$ cat src/rtl/cppg_defines.svh
`ifndef CPPG_DEFINES_SVH
`define CPPG_DEFINES_SVH

// Register select codes on the write and read ports
`define CPPG_SEL_UPPER_CTRL   3'h0
`define CPPG_SEL_PULSE_LOW    3'h1
`define CPPG_SEL_PULSE_HIGH   3'h2
`define CPPG_SEL_PERIOD_LOW   3'h3
`define CPPG_SEL_PERIOD_HIGH  3'h4

// Upper control register fields
`define CPPG_CTRL_INIT_BIT    7
`define CPPG_CTRL_RUN_BIT     3
`define CPPG_CTRL_MODE_MSB    2
`define CPPG_CTRL_MODE_LSB    0
`define CPPG_MODE_PWM16       3'h6
`define CPPG_MODE_PPG16       3'h7

// Reset values and counter maximum
`define CPPG_CTRL_RESET       8'h00
`define CPPG_CMP_RESET        16'h0000
`define CPPG_CNT_MAX          16'hFFFF

// Prescaler tap widths: divide by 2^n ends when n low bits are all ones
`define CPPG_DIV_W            11
`define CPPG_TAP_2_11         11
`define CPPG_TAP_2_7          7
`define CPPG_TAP_2_5          5
`define CPPG_TAP_2_3          3
`define CPPG_LF_DIV_W         3

// External input: each level lasts two machine cycles of four clocks
`define CPPG_EXT_LEVEL_MCYC   2
`define CPPG_MCYC_CLKS        4
`define CPPG_EXT_LEVEL_CLKS   (`CPPG_EXT_LEVEL_MCYC * `CPPG_MCYC_CLKS)

`endif

$ cat src/rtl/cppg_pkg.sv
`default_nettype none

package cppg_pkg;

   typedef enum logic [2:0] {
      CPPG_SRC_DIV2_11 = 3'h0,
      CPPG_SRC_DIV2_7  = 3'h1,
      CPPG_SRC_DIV2_5  = 3'h2,
      CPPG_SRC_DIV2_3  = 3'h3,
      CPPG_SRC_LF      = 3'h4,
      CPPG_SRC_DIV2    = 3'h5,
      CPPG_SRC_HF      = 3'h6,
      CPPG_SRC_EXT     = 3'h7
   } cppg_src_t;

   typedef struct packed {
      logic       wr;
      logic [2:0] sel;
      logic [7:0] data;
   } cppg_wr_req_t;

   typedef struct packed {
      cppg_src_t src;
      logic      divider_source_select;
      logic      slow_mode;
   } cppg_clk_cfg_t;

endpackage : cppg_pkg

`default_nettype wire

$ cat src/rtl/cppg_core.sv
`include "cppg_defines.svh"
`default_nettype none

module cppg_core (
   input  wire logic                    clk_i,
   input  wire logic                    rst_n_i,
   input  wire cppg_pkg::cppg_wr_req_t  wr_req_i,
   input  wire logic [2:0]              rd_sel_i,
   input  wire cppg_pkg::cppg_clk_cfg_t clk_cfg_i,
   input  wire logic                    low_freq_clock_i,
   input  wire logic                    lower_timer_input_i,
   output logic [7:0]                   rd_data_o,
   output logic [15:0]                  count_o,
   output logic                         running_o,
   output logic                         cascade_match_irq_o,
   output logic                         pwm_output_pin_o,
   output logic                         ppg_output_pin_o
);

   logic [7:0]  ctrl_ff;
   logic [7:0]  cnt_lo_ff;
   logic [7:0]  cnt_hi_ff;
   logic [15:0] pulse_buf_ff;
   logic [15:0] pulse_act_ff;
   logic [15:0] period_ff;
   logic        out_lvl_ff;

   logic [7:0]  nxt_cnt_lo;
   logic [7:0]  nxt_cnt_hi;
   logic [15:0] nxt_pulse_buf;
   logic        nxt_out_lvl;
   logic        nxt_irq;
   logic [7:0]  nxt_rd_data;

   logic        lf_rise;
   logic        ext_rise;
   logic        tick;
   logic        run;
   logic        mode_pwm;
   logic        mode_ppg;
   logic        active;
   logic        ctrl_wr;
   logic        new_run;
   logic        pulse_wr;
   logic [15:0] cnt;
   logic [15:0] cnt_inc;
   logic        lo_wrap;
   logic        at_max;
   logic        pulse_hit;
   logic        period_hit;

   cppg_sync_edge #(
      .STABLE_CLKS (1)
   ) u_lf_sync (
      .clk_i   (clk_i),
      .rst_n_i (rst_n_i),
      .pin_i   (low_freq_clock_i),
      .rise_o  (lf_rise)
   );

   cppg_sync_edge #(
      .STABLE_CLKS (`CPPG_EXT_LEVEL_CLKS)
   ) u_ext_sync (
      .clk_i   (clk_i),
      .rst_n_i (rst_n_i),
      .pin_i   (lower_timer_input_i),
      .rise_o  (ext_rise)
   );

   // Tick lags its source event by one clock, the same for every source
   cppg_prescale u_prescale (
      .clk_i      (clk_i),
      .rst_n_i    (rst_n_i),
      .cfg_i      (clk_cfg_i),
      .lf_rise_i  (lf_rise),
      .ext_rise_i (ext_rise),
      .tick_o     (tick)
   );

   // Control decode
   // Writes are one-cycle strobes from logic on this clock, so they need no synchroniser
   assign run      = ctrl_ff[`CPPG_CTRL_RUN_BIT];
   assign mode_pwm = ctrl_ff[`CPPG_CTRL_MODE_MSB:`CPPG_CTRL_MODE_LSB] == `CPPG_MODE_PWM16;
   assign mode_ppg = ctrl_ff[`CPPG_CTRL_MODE_MSB:`CPPG_CTRL_MODE_LSB] == `CPPG_MODE_PPG16;
   // Other mode codes leave the counter idle; those modes live elsewhere
   assign active   = run && (mode_pwm || mode_ppg);

   assign ctrl_wr  = wr_req_i.wr && (wr_req_i.sel == `CPPG_SEL_UPPER_CTRL);
   assign new_run  = wr_req_i.data[`CPPG_CTRL_RUN_BIT];
   assign pulse_wr = wr_req_i.wr && ((wr_req_i.sel == `CPPG_SEL_PULSE_LOW)
                                  || (wr_req_i.sel == `CPPG_SEL_PULSE_HIGH));

   // Chained counter: high byte carries from the low byte's wrap
   assign cnt     = {cnt_hi_ff, cnt_lo_ff};
   assign lo_wrap = cnt_lo_ff == 8'hFF;
   assign cnt_inc = {cnt_hi_ff + {7'h00, lo_wrap}, cnt_lo_ff + 8'h01};
   assign at_max  = cnt == `CPPG_CNT_MAX;

   // Matches are judged on the value the counter is about to take
   assign pulse_hit  = cnt_inc == pulse_act_ff;
   assign period_hit = cnt_inc == period_ff;

   // Count, toggle and interrupt generation
   always_comb
   begin
      nxt_cnt_lo  = cnt_lo_ff;
      nxt_cnt_hi  = cnt_hi_ff;
      nxt_out_lvl = out_lvl_ff;
      nxt_irq     = 1'b0;
      if (ctrl_wr && !run)
      begin
         // Stopped: initial level loads the flip-flop, start clears the count
         nxt_out_lvl = wr_req_i.data[`CPPG_CTRL_INIT_BIT];
         nxt_cnt_lo  = 8'h00;
         nxt_cnt_hi  = 8'h00;
      end
      else if (ctrl_wr && !new_run)
      begin
         // Stopping write: the pin keeps its level, the new bit 7 is not applied
         nxt_out_lvl = out_lvl_ff;
         // Stopped is the only safe state before a power-down: only a control write moves the pin
         nxt_cnt_lo  = cnt_lo_ff;
         nxt_cnt_hi  = cnt_hi_ff;
      end
      else if (active && tick)
      begin
         nxt_cnt_lo = cnt_inc[7:0];
         nxt_cnt_hi = cnt_inc[15:8];
         if (mode_pwm)
         begin
            if (at_max)
            begin
               // Overflow wins the cycle; pulse match on zero is folded in
               nxt_cnt_lo  = 8'h00;
               nxt_cnt_hi  = 8'h00;
               nxt_irq     = 1'b1;
               nxt_out_lvl = out_lvl_ff ^ 1'b1 ^ pulse_hit;
            end
            else if (pulse_hit)
               nxt_out_lvl = !out_lvl_ff;
         end
         else
         begin
            if (period_hit)
            begin
               nxt_cnt_lo  = 8'h00;
               nxt_cnt_hi  = 8'h00;
               nxt_irq     = 1'b1;
               // Equal compares cancel, giving a steady level
               nxt_out_lvl = out_lvl_ff ^ 1'b1 ^ pulse_hit;
            end
            else if (pulse_hit)
               nxt_out_lvl = !out_lvl_ff;
         end
      end
   end

   // Both bytes update together, so the carry never lags the low byte by a clock
   always_ff @(posedge clk_i)
   begin
      if (!rst_n_i)
      begin
         cnt_lo_ff <= 8'h00;
         cnt_hi_ff <= 8'h00;
      end
      else
      begin
         cnt_lo_ff <= nxt_cnt_lo;
         cnt_hi_ff <= nxt_cnt_hi;
      end
   end

   // Bit 7 is stored on every write but reaches the flip-flop only while stopped
   always_ff @(posedge clk_i)
   begin
      if (!rst_n_i)
         ctrl_ff <= `CPPG_CTRL_RESET;
      else if (ctrl_wr)
         ctrl_ff <= wr_req_i.data;
   end

   // Output flip-flop plus pins taken from the same next value
   always_ff @(posedge clk_i)
   begin
      if (!rst_n_i)
      begin
         out_lvl_ff       <= 1'b0;
         // Pins idle high: the inverse of the cleared flip-flop
         pwm_output_pin_o <= 1'b1;
         ppg_output_pin_o <= 1'b1;
      end
      else
      begin
         out_lvl_ff       <= nxt_out_lvl;
         pwm_output_pin_o <= !nxt_out_lvl;
         ppg_output_pin_o <= !nxt_out_lvl;
      end
   end

   // One-cycle event; in PWM mode also the moment the buffered pulse value is shifted in
   always_ff @(posedge clk_i)
   begin
      if (!rst_n_i)
         cascade_match_irq_o <= 1'b0;
      else
         cascade_match_irq_o <= nxt_irq;
   end

   // Pulse compare: writes land in the buffer byte by byte
   always_comb
   begin
      nxt_pulse_buf = pulse_buf_ff;
      if (wr_req_i.wr && (wr_req_i.sel == `CPPG_SEL_PULSE_LOW))
         nxt_pulse_buf[7:0] = wr_req_i.data;
      if (wr_req_i.wr && (wr_req_i.sel == `CPPG_SEL_PULSE_HIGH))
         nxt_pulse_buf[15:8] = wr_req_i.data;
   end

   always_ff @(posedge clk_i)
   begin
      if (!rst_n_i)
         pulse_buf_ff <= `CPPG_CMP_RESET;
      else
         pulse_buf_ff <= nxt_pulse_buf;
   end

   // A write in the interrupt cycle is shifted in with it; software avoids that
   // Stopped writes and all PPG writes bypass the buffer
   always_ff @(posedge clk_i)
   begin
      if (!rst_n_i)
         pulse_act_ff <= `CPPG_CMP_RESET;
      else if (nxt_irq && mode_pwm)
         pulse_act_ff <= nxt_pulse_buf;
      else if (pulse_wr && (!run || mode_ppg))
         pulse_act_ff <= nxt_pulse_buf;
   end

   // Period compare has no buffer and acts at once
   always_ff @(posedge clk_i)
   begin
      if (!rst_n_i)
         period_ff <= `CPPG_CMP_RESET;
      else if (wr_req_i.wr && (wr_req_i.sel == `CPPG_SEL_PERIOD_LOW))
         period_ff[7:0] <= wr_req_i.data;
      else if (wr_req_i.wr && (wr_req_i.sel == `CPPG_SEL_PERIOD_HIGH))
         period_ff[15:8] <= wr_req_i.data;
   end

   // Reads of pulse compare show the buffer, not the active value
   // In PPG mode every write reaches both, so they differ only while a value buffered in PWM mode is pending
   always_comb
   begin
      case (rd_sel_i)
         `CPPG_SEL_UPPER_CTRL:  nxt_rd_data = ctrl_ff;
         `CPPG_SEL_PULSE_LOW:   nxt_rd_data = pulse_buf_ff[7:0];
         `CPPG_SEL_PULSE_HIGH:  nxt_rd_data = pulse_buf_ff[15:8];
         `CPPG_SEL_PERIOD_LOW:  nxt_rd_data = period_ff[7:0];
         `CPPG_SEL_PERIOD_HIGH: nxt_rd_data = period_ff[15:8];
         default:               nxt_rd_data = 8'h00;
      endcase
   end

   always_ff @(posedge clk_i)
   begin
      if (!rst_n_i)
      begin
         rd_data_o <= 8'h00;
         count_o   <= 16'h0000;
         running_o <= 1'b0;
      end
      else
      begin
         // count_o takes the counter's next value, so it always equals the counter
         rd_data_o <= nxt_rd_data;
         count_o   <= {nxt_cnt_hi, nxt_cnt_lo};
         running_o <= active;
      end
   end

endmodule : cppg_core

`default_nettype wire

$ cat src/rtl/cppg_sync_edge.sv
`include "cppg_defines.svh"
`default_nettype none

module cppg_sync_edge #(
   parameter int STABLE_CLKS = 1
) (
   input  wire logic clk_i,
   input  wire logic rst_n_i,
   input  wire logic pin_i,
   output logic      rise_o
);

   logic       meta_ff;
   logic       sync_ff;
   logic       level_ff;
   logic [7:0] stable_ff;

   always_ff @(posedge clk_i)
   begin
      if (!rst_n_i)
      begin
         meta_ff <= 1'b0;
         sync_ff <= 1'b0;
      end
      else
      begin
         meta_ff <= pin_i;
         sync_ff <= meta_ff;
      end
   end

   // A level is only accepted after it has stood long enough
   always_ff @(posedge clk_i)
   begin
      if (!rst_n_i)
      begin
         level_ff  <= 1'b0;
         stable_ff <= 8'h00;
         rise_o    <= 1'b0;
      end
      else
      begin
         rise_o <= 1'b0;
         if (sync_ff == level_ff)
            stable_ff <= 8'h00;
         else if (stable_ff >= 8'(STABLE_CLKS - 1))
         begin
            level_ff  <= sync_ff;
            stable_ff <= 8'h00;
            rise_o    <= sync_ff;
         end
         else
            stable_ff <= stable_ff + 8'h01;
      end
   end

endmodule : cppg_sync_edge

`default_nettype wire

$ cat src/rtl/cppg_prescale.sv
`include "cppg_defines.svh"
`default_nettype none

module cppg_prescale (
   input  wire logic                   clk_i,
   input  wire logic                   rst_n_i,
   input  wire cppg_pkg::cppg_clk_cfg_t cfg_i,
   input  wire logic                   lf_rise_i,
   input  wire logic                   ext_rise_i,
   output logic                        tick_o
);

   logic [`CPPG_DIV_W-1:0]    div_ff;
   logic [`CPPG_LF_DIV_W-1:0] lf_div_ff;
   logic                      use_lf8;
   logic                      nxt_tick;

   // Free-running dividers, so the selected tap never restarts on a mode change
   always_ff @(posedge clk_i)
   begin
      if (!rst_n_i)
      begin
         div_ff    <= '0;
         lf_div_ff <= '0;
      end
      else
      begin
         div_ff <= div_ff + `CPPG_DIV_W'(1);
         if (lf_rise_i)
            lf_div_ff <= lf_div_ff + `CPPG_LF_DIV_W'(1);
      end
   end

   assign use_lf8 = cfg_i.divider_source_select | cfg_i.slow_mode;

   // Source choice; in slow mode the fast-clock taps do not run
   always_comb
   begin
      nxt_tick = 1'b0;
      case (cfg_i.src)
         cppg_pkg::CPPG_SRC_DIV2_11:
            nxt_tick = use_lf8 ? (lf_rise_i && (&lf_div_ff))
                               : (&div_ff[`CPPG_TAP_2_11-1:0]);
         cppg_pkg::CPPG_SRC_DIV2_7:
            nxt_tick = !cfg_i.slow_mode && (&div_ff[`CPPG_TAP_2_7-1:0]);
         cppg_pkg::CPPG_SRC_DIV2_5:
            nxt_tick = !cfg_i.slow_mode && (&div_ff[`CPPG_TAP_2_5-1:0]);
         cppg_pkg::CPPG_SRC_DIV2_3:
            nxt_tick = !cfg_i.slow_mode && (&div_ff[`CPPG_TAP_2_3-1:0]);
         cppg_pkg::CPPG_SRC_LF:
            nxt_tick = lf_rise_i;
         cppg_pkg::CPPG_SRC_DIV2:
            nxt_tick = !cfg_i.slow_mode && div_ff[0];
         cppg_pkg::CPPG_SRC_HF:
            nxt_tick = !cfg_i.slow_mode;
         cppg_pkg::CPPG_SRC_EXT:
            nxt_tick = ext_rise_i;
         default:
            nxt_tick = 1'b0;
      endcase
   end

   always_ff @(posedge clk_i)
   begin
      if (!rst_n_i)
         tick_o <= 1'b0;
      else
         tick_o <= nxt_tick;
   end

endmodule : cppg_prescale

`default_nettype wire

$ cat config.mk
export PLATFORM = sky130hd
export DESIGN_NAME = cppg_core
export DESIGN_NICKNAME = d
export VERILOG_FILES = /design/src/rtl/cppg_pkg.sv /design/src/rtl/cppg_core.sv /design/src/rtl/cppg_sync_edge.sv /design/src/rtl/cppg_prescale.sv
export VERILOG_INCLUDE_DIRS = /design/src /design/src/rtl
export SDC_FILE = /design/constraint.sdc
export NUM_CORES = 1
export LEC_CHECK = 0
export ABC_AREA = 1
export BUFFER_PORTS_ARGS = -buffer_cell sky130_fd_sc_hd__buf_2
export CORE_MARGIN = 3
export CORE_UTILIZATION = 55
export DETAILED_ROUTE_END_ITERATION = 10
export MAX_ROUTING_LAYER = met4
export PLACE_DENSITY = 0.73
export SETUP_SLACK_MARGIN = 0.3
export SLEW_MARGIN = 20
export SYNTH_ARGS = -nofsm -noshare
export SYNTH_HDL_FRONTEND = slang
export SYNTH_SLANG_ARGS = --single-unit
$ cat constraint.sdc
create_clock -name clk_i -period 3.4 [get_ports clk_i]
set_input_delay 0 -clock clk_i [delete_from_list [all_inputs] [get_ports clk_i]]
set_output_delay 0 -clock clk_i [all_outputs]
set_load 0.01 [all_outputs]
==> run metrics <==
CP Capture Point=pulse_act_ff[8]$_SDFFE_PN0P_; RSZ-0062 raised after global routing=false; Port Buffers=51; Core Box Area=9910 µm²; post-synth top area cell=dfxtp_1; largest net degree at the start of global routing=38; synthesis-to-layout area growth=21.85%; setup TNS=0 ps; Die Y=107.8 µm; Final Skew=7.846 ps; post-route ant nets=0; clk_lat worst skew=530 ps; most frequent CP cell=nand3_1; R2R depth=21; Max Fanout on Critical Path=8; buffer depth of the longest clock path=2; CTS clk-pin slew, worst paths=60 ps; FILL cells=861; # DRC=0; CTS tree=done; Post-DP HPWL=11290 µm; Layout Nets=950; endpoint class of the critical path=register; antenna violations before repair=0; Crit-path slowest cell=dfxtp_4; Inst Count DP=1010; via count=5673; ys flop type=dfxtp_1; reg-to-reg setup timing slack=600 ps; drt first pass iters=6; reg2reg start=cnt_lo_ff[1]$_SDFFE_PP0P_; startpoint types=register; gpl congestion=0.9465; num ports=52; detail-routed via count per cell=5.337; Critical Path Max Stage Delay=380 ps; Die Area=11610 µm²; post-synth cell types=41; Synth async-reset ratio=0; Setup crit start=cnt_lo_ff[1]$_SDFFE_PP0P_; Req. time, crit path=3860 ps; post-synth top area share=0.4041; Synth Register Bits=115; crit path time final=2797 ps; fmax=0.3575 GHz; diode count=0; cell area after synthesis=5697 µm²; # H-tree levels=4; leakage power total=3.186 nW; clock root cell=clkbuf_8; final WL=16070 µm; CTS buffer count=17; Power per Cell Area=471.5 nW/µm²; worst reg2reg endpoint=pulse_act_ff[8]$_SDFFE_PN0P_; Final setup viols=0; final hold violation count=0; period utilisation layout=0.8227; outcome=completed; Initial Utilization=0.5749; type of the worst min-delay path=primary input to register; Clock Sinks=115; final global-route overflow total=0; post-synthesis sequential area ratio=0.4041; synth top area cells=dfxtp_1 (40%), nand2_1 (13%), nand3_1 (7.8%); max-slew violations=0; Critical Path, Cell by Cell=ha_4 -> nand2_2 -> inv_2 -> nand3_1 -> inv_2 -> ha_4 -> ha_4 -> inv_1 -> nor2_4 -> nand3_1 -> nand3_1 -> nand2_1 -> nor2_1 -> nand3_1 -> nor2_2 -> inv_2 -> nand2_8 -> nand3_4 -> nand3_2 -> nand2_1 -> nor2_1; Yosys Warn Count=0; Initial DRC Count=580; Peak VDD IR=0.3480 mV; Synth Instances=841; post-route insts no fill=1063; # rows=36; Post-synth EDFFs=0; Crit Path Class=register to register; Tot GR Track Use=0.2993; first-pass GRT wire length=26370 µm; Arrival @ worst endpoint=3260 ps; vias in the first global route=5363; slew margin rel.=0.2146; chip width=107.8 µm; worst-margin pin slew=1175 ps; layout cells sized above 1=0.1462; max_cap viols=0; Routed WL per cell=15.12 µm; Mean Syn Cell Area=6.774 µm²
==> cells by family after synthesis <==
kind of cell             Yosys count  share of synthesized area
AND/OR/NAND/NOR                  419                     0.3136
buffers and inverters            144                     0.1013
AO/OA/AOI/OAI                    139                     0.1375
flip-flops                       115                     0.4041
adder cells (fa/ha/maj)            9                    0.01977
XOR/XNOR                           7                    0.01076
multiplexers                       7                    0.01230
other                              1                  0.0006583
==> synthesized netlist by cell type, types with 2 or more instances <==
library cell,number
nand2_1,198
buf_1,2
buf_4,3
xor2_1,6
o22ai_1,12
buf_6,3
nor2_1,107
a21oi_1,50
inv_1,116
buf_2,2
a21boi_0,2
nor3_1,4
nand3_1,89
inv_2,3
nor2_2,3
ha_1,9
o21ai_0,48
nor2_4,2
nor4_1,2
mux2i_1,7
dfxtp_1,115
clkbuf_1,14
a21boi_1,14
nand2_2,7
a211oi_1,5
o211ai_1,3
==> final cells by class <==
type                    count  area, µm²  share of cell area
multi-input cells         588       2979              0.4292
inverters                 120      450.4             0.06489
well taps                 133      166.4             0.02397
clock buffers              19      431.7             0.06218
flip-flops and latches    115       2313              0.3333
repair buffers             75      488.0             0.07030
clock inverters            13      112.6             0.01622
==> critical path, delay by kind of cell, from the launching register on <==
| family | cells | cell delay, ps |
|---|---|---|
| DFF | 1 | 380 |
| and+or+nand+nor | 14 | 1590 |
| adders and majority gates | 3 | 440 |
| buffers and inverters | 4 | 340 |
==> placed cells by master, fill, tap and decap left out, types with 2 or more instances in the layout <==
cell type / Yosys / routed
o211ai_1: 3 / 3
nor2_1: 107 / 106
nor2_2: 3 / 3
inv_1: 116 / 114
clkinvlp_4: 0 / 6
nand2_1: 198 / 193
o21ai_0: 48 / 48
nand2_2: 7 / 12
conb_1: 1 / 4
a21boi_2: 0 / 3
clkbuf_8: 0 / 2
nor4_1: 2 / 2
nand3_2: 0 / 4
dfxtp_1: 115 / 110
nand3_4: 1 / 4
ha_1: 9 / 6
a21oi_1: 50 / 50
ha_4: 0 / 3
nor2_4: 2 / 3
o22ai_1: 12 / 12
dlygate4sd3_1: 0 / 16
a21boi_1: 14 / 13
nor3_1: 4 / 4
a211oi_1: 5 / 5
mux2i_1: 7 / 7
xor2_1: 6 / 6
clkinv_4: 0 / 2
dfxtp_2: 0 / 3
buf_4: 3 / 7
dfxtp_4: 0 / 2
clkbuf_16: 0 / 16
clkinv_2: 0 / 4
inv_2: 3 / 5
buf_2: 2 / 51
nand3_1: 89 / 85
==> through the flow <==
step	hold WS (ps)	setup WS [ps]	power (W)	instance area, µm²	utilization
floorplan	97.63	596.8	0.001584	5708	-
global placement	186.4	265.7	0.001652	6048	0.6104
detailed placement	186.6	136.8	0.001659	6048	0.6104
CTS	7.393	305.1	0.003272	6829	0.6891
global route	50.11	289.3	0.003391	6942	0.7005
finish	28.31	602.9	0.003273	6942	0.7005
==> state kept, by name, indices dropped and copies added (netlist names), named ones only <==
| signal | count |
|---|---|
| cnt_hi_ff | 8 |
| u_ext_sync.rise_o | 1 |
| u_lf_sync.meta_ff | 1 |
| ctrl_ff | 8 |
| pulse_buf_ff | 16 |
| running_o | 1 |
| u_ext_sync.meta_ff | 1 |
| period_ff | 16 |
| pulse_act_ff | 16 |
| cnt_lo_ff | 7 |
| u_prescale.lf_div_ff | 3 |
| ppg_output_pin_o | 1 |
| u_ext_sync.level_ff | 1 |
| u_lf_sync.level_ff | 1 |
| u_lf_sync.rise_o | 1 |
| count_o | 1 |
| u_ext_sync.stable_ff | 8 |
| u_ext_sync.sync_ff | 1 |
| u_prescale.div_ff | 11 |
| u_prescale.tick_o | 1 |
| u_lf_sync.sync_ff | 1 |
| rd_data_o | 8 |
| cascade_match_irq_o | 1 |
==> power by group <==
group / total, W / switching [W] / internal, W
Clock: 0.00162 / 0.000638 / 0.000981
Sequential: 0.00141 / 0.0000213 / 0.00139
Combinational: 0.000246 / 0.000156 / 0.0000902
==> worst min path at each step <==
stage,from,end,slack [ps],cells after the start
floorplan,lower_timer_input_i,u_ext_sync.meta_ff$_SDFF_PN0_,100,2
global placement,low_freq_clock_i,u_lf_sync.meta_ff$_SDFF_PN0_,190,3
detailed placement,low_freq_clock_i,u_lf_sync.meta_ff$_SDFF_PN0_,190,3
CTS,rd_sel_i[2],rd_data_o[0]$_SDFF_PN0_,7,4
global route,rd_sel_i[2],rd_data_o[3]$_SDFF_PN0_,50,6
finish,rd_sel_i[2],rd_data_o[3]$_SDFF_PN0_,30,6
==> metal layers <==
metal	global-route usage	wire length, µm
met5	-	0
met4	0.1154	418
met3	0.05219	1199
met2	0.4707	7438
met1	0.3855	7014
==> what timing repair did <==
item | CTS | global route
pin swaps | 1 | 4
setup buffers | 2 | 0
cloned | 3 | 0
endpoints found under the hold margin | 48 | 0
endpoints found under the setup margin | 19 | 33
resized for setup | 4 | 31
hold buffers | 16 | 0
No activity file was read; power rests on OpenSTA's default activity.
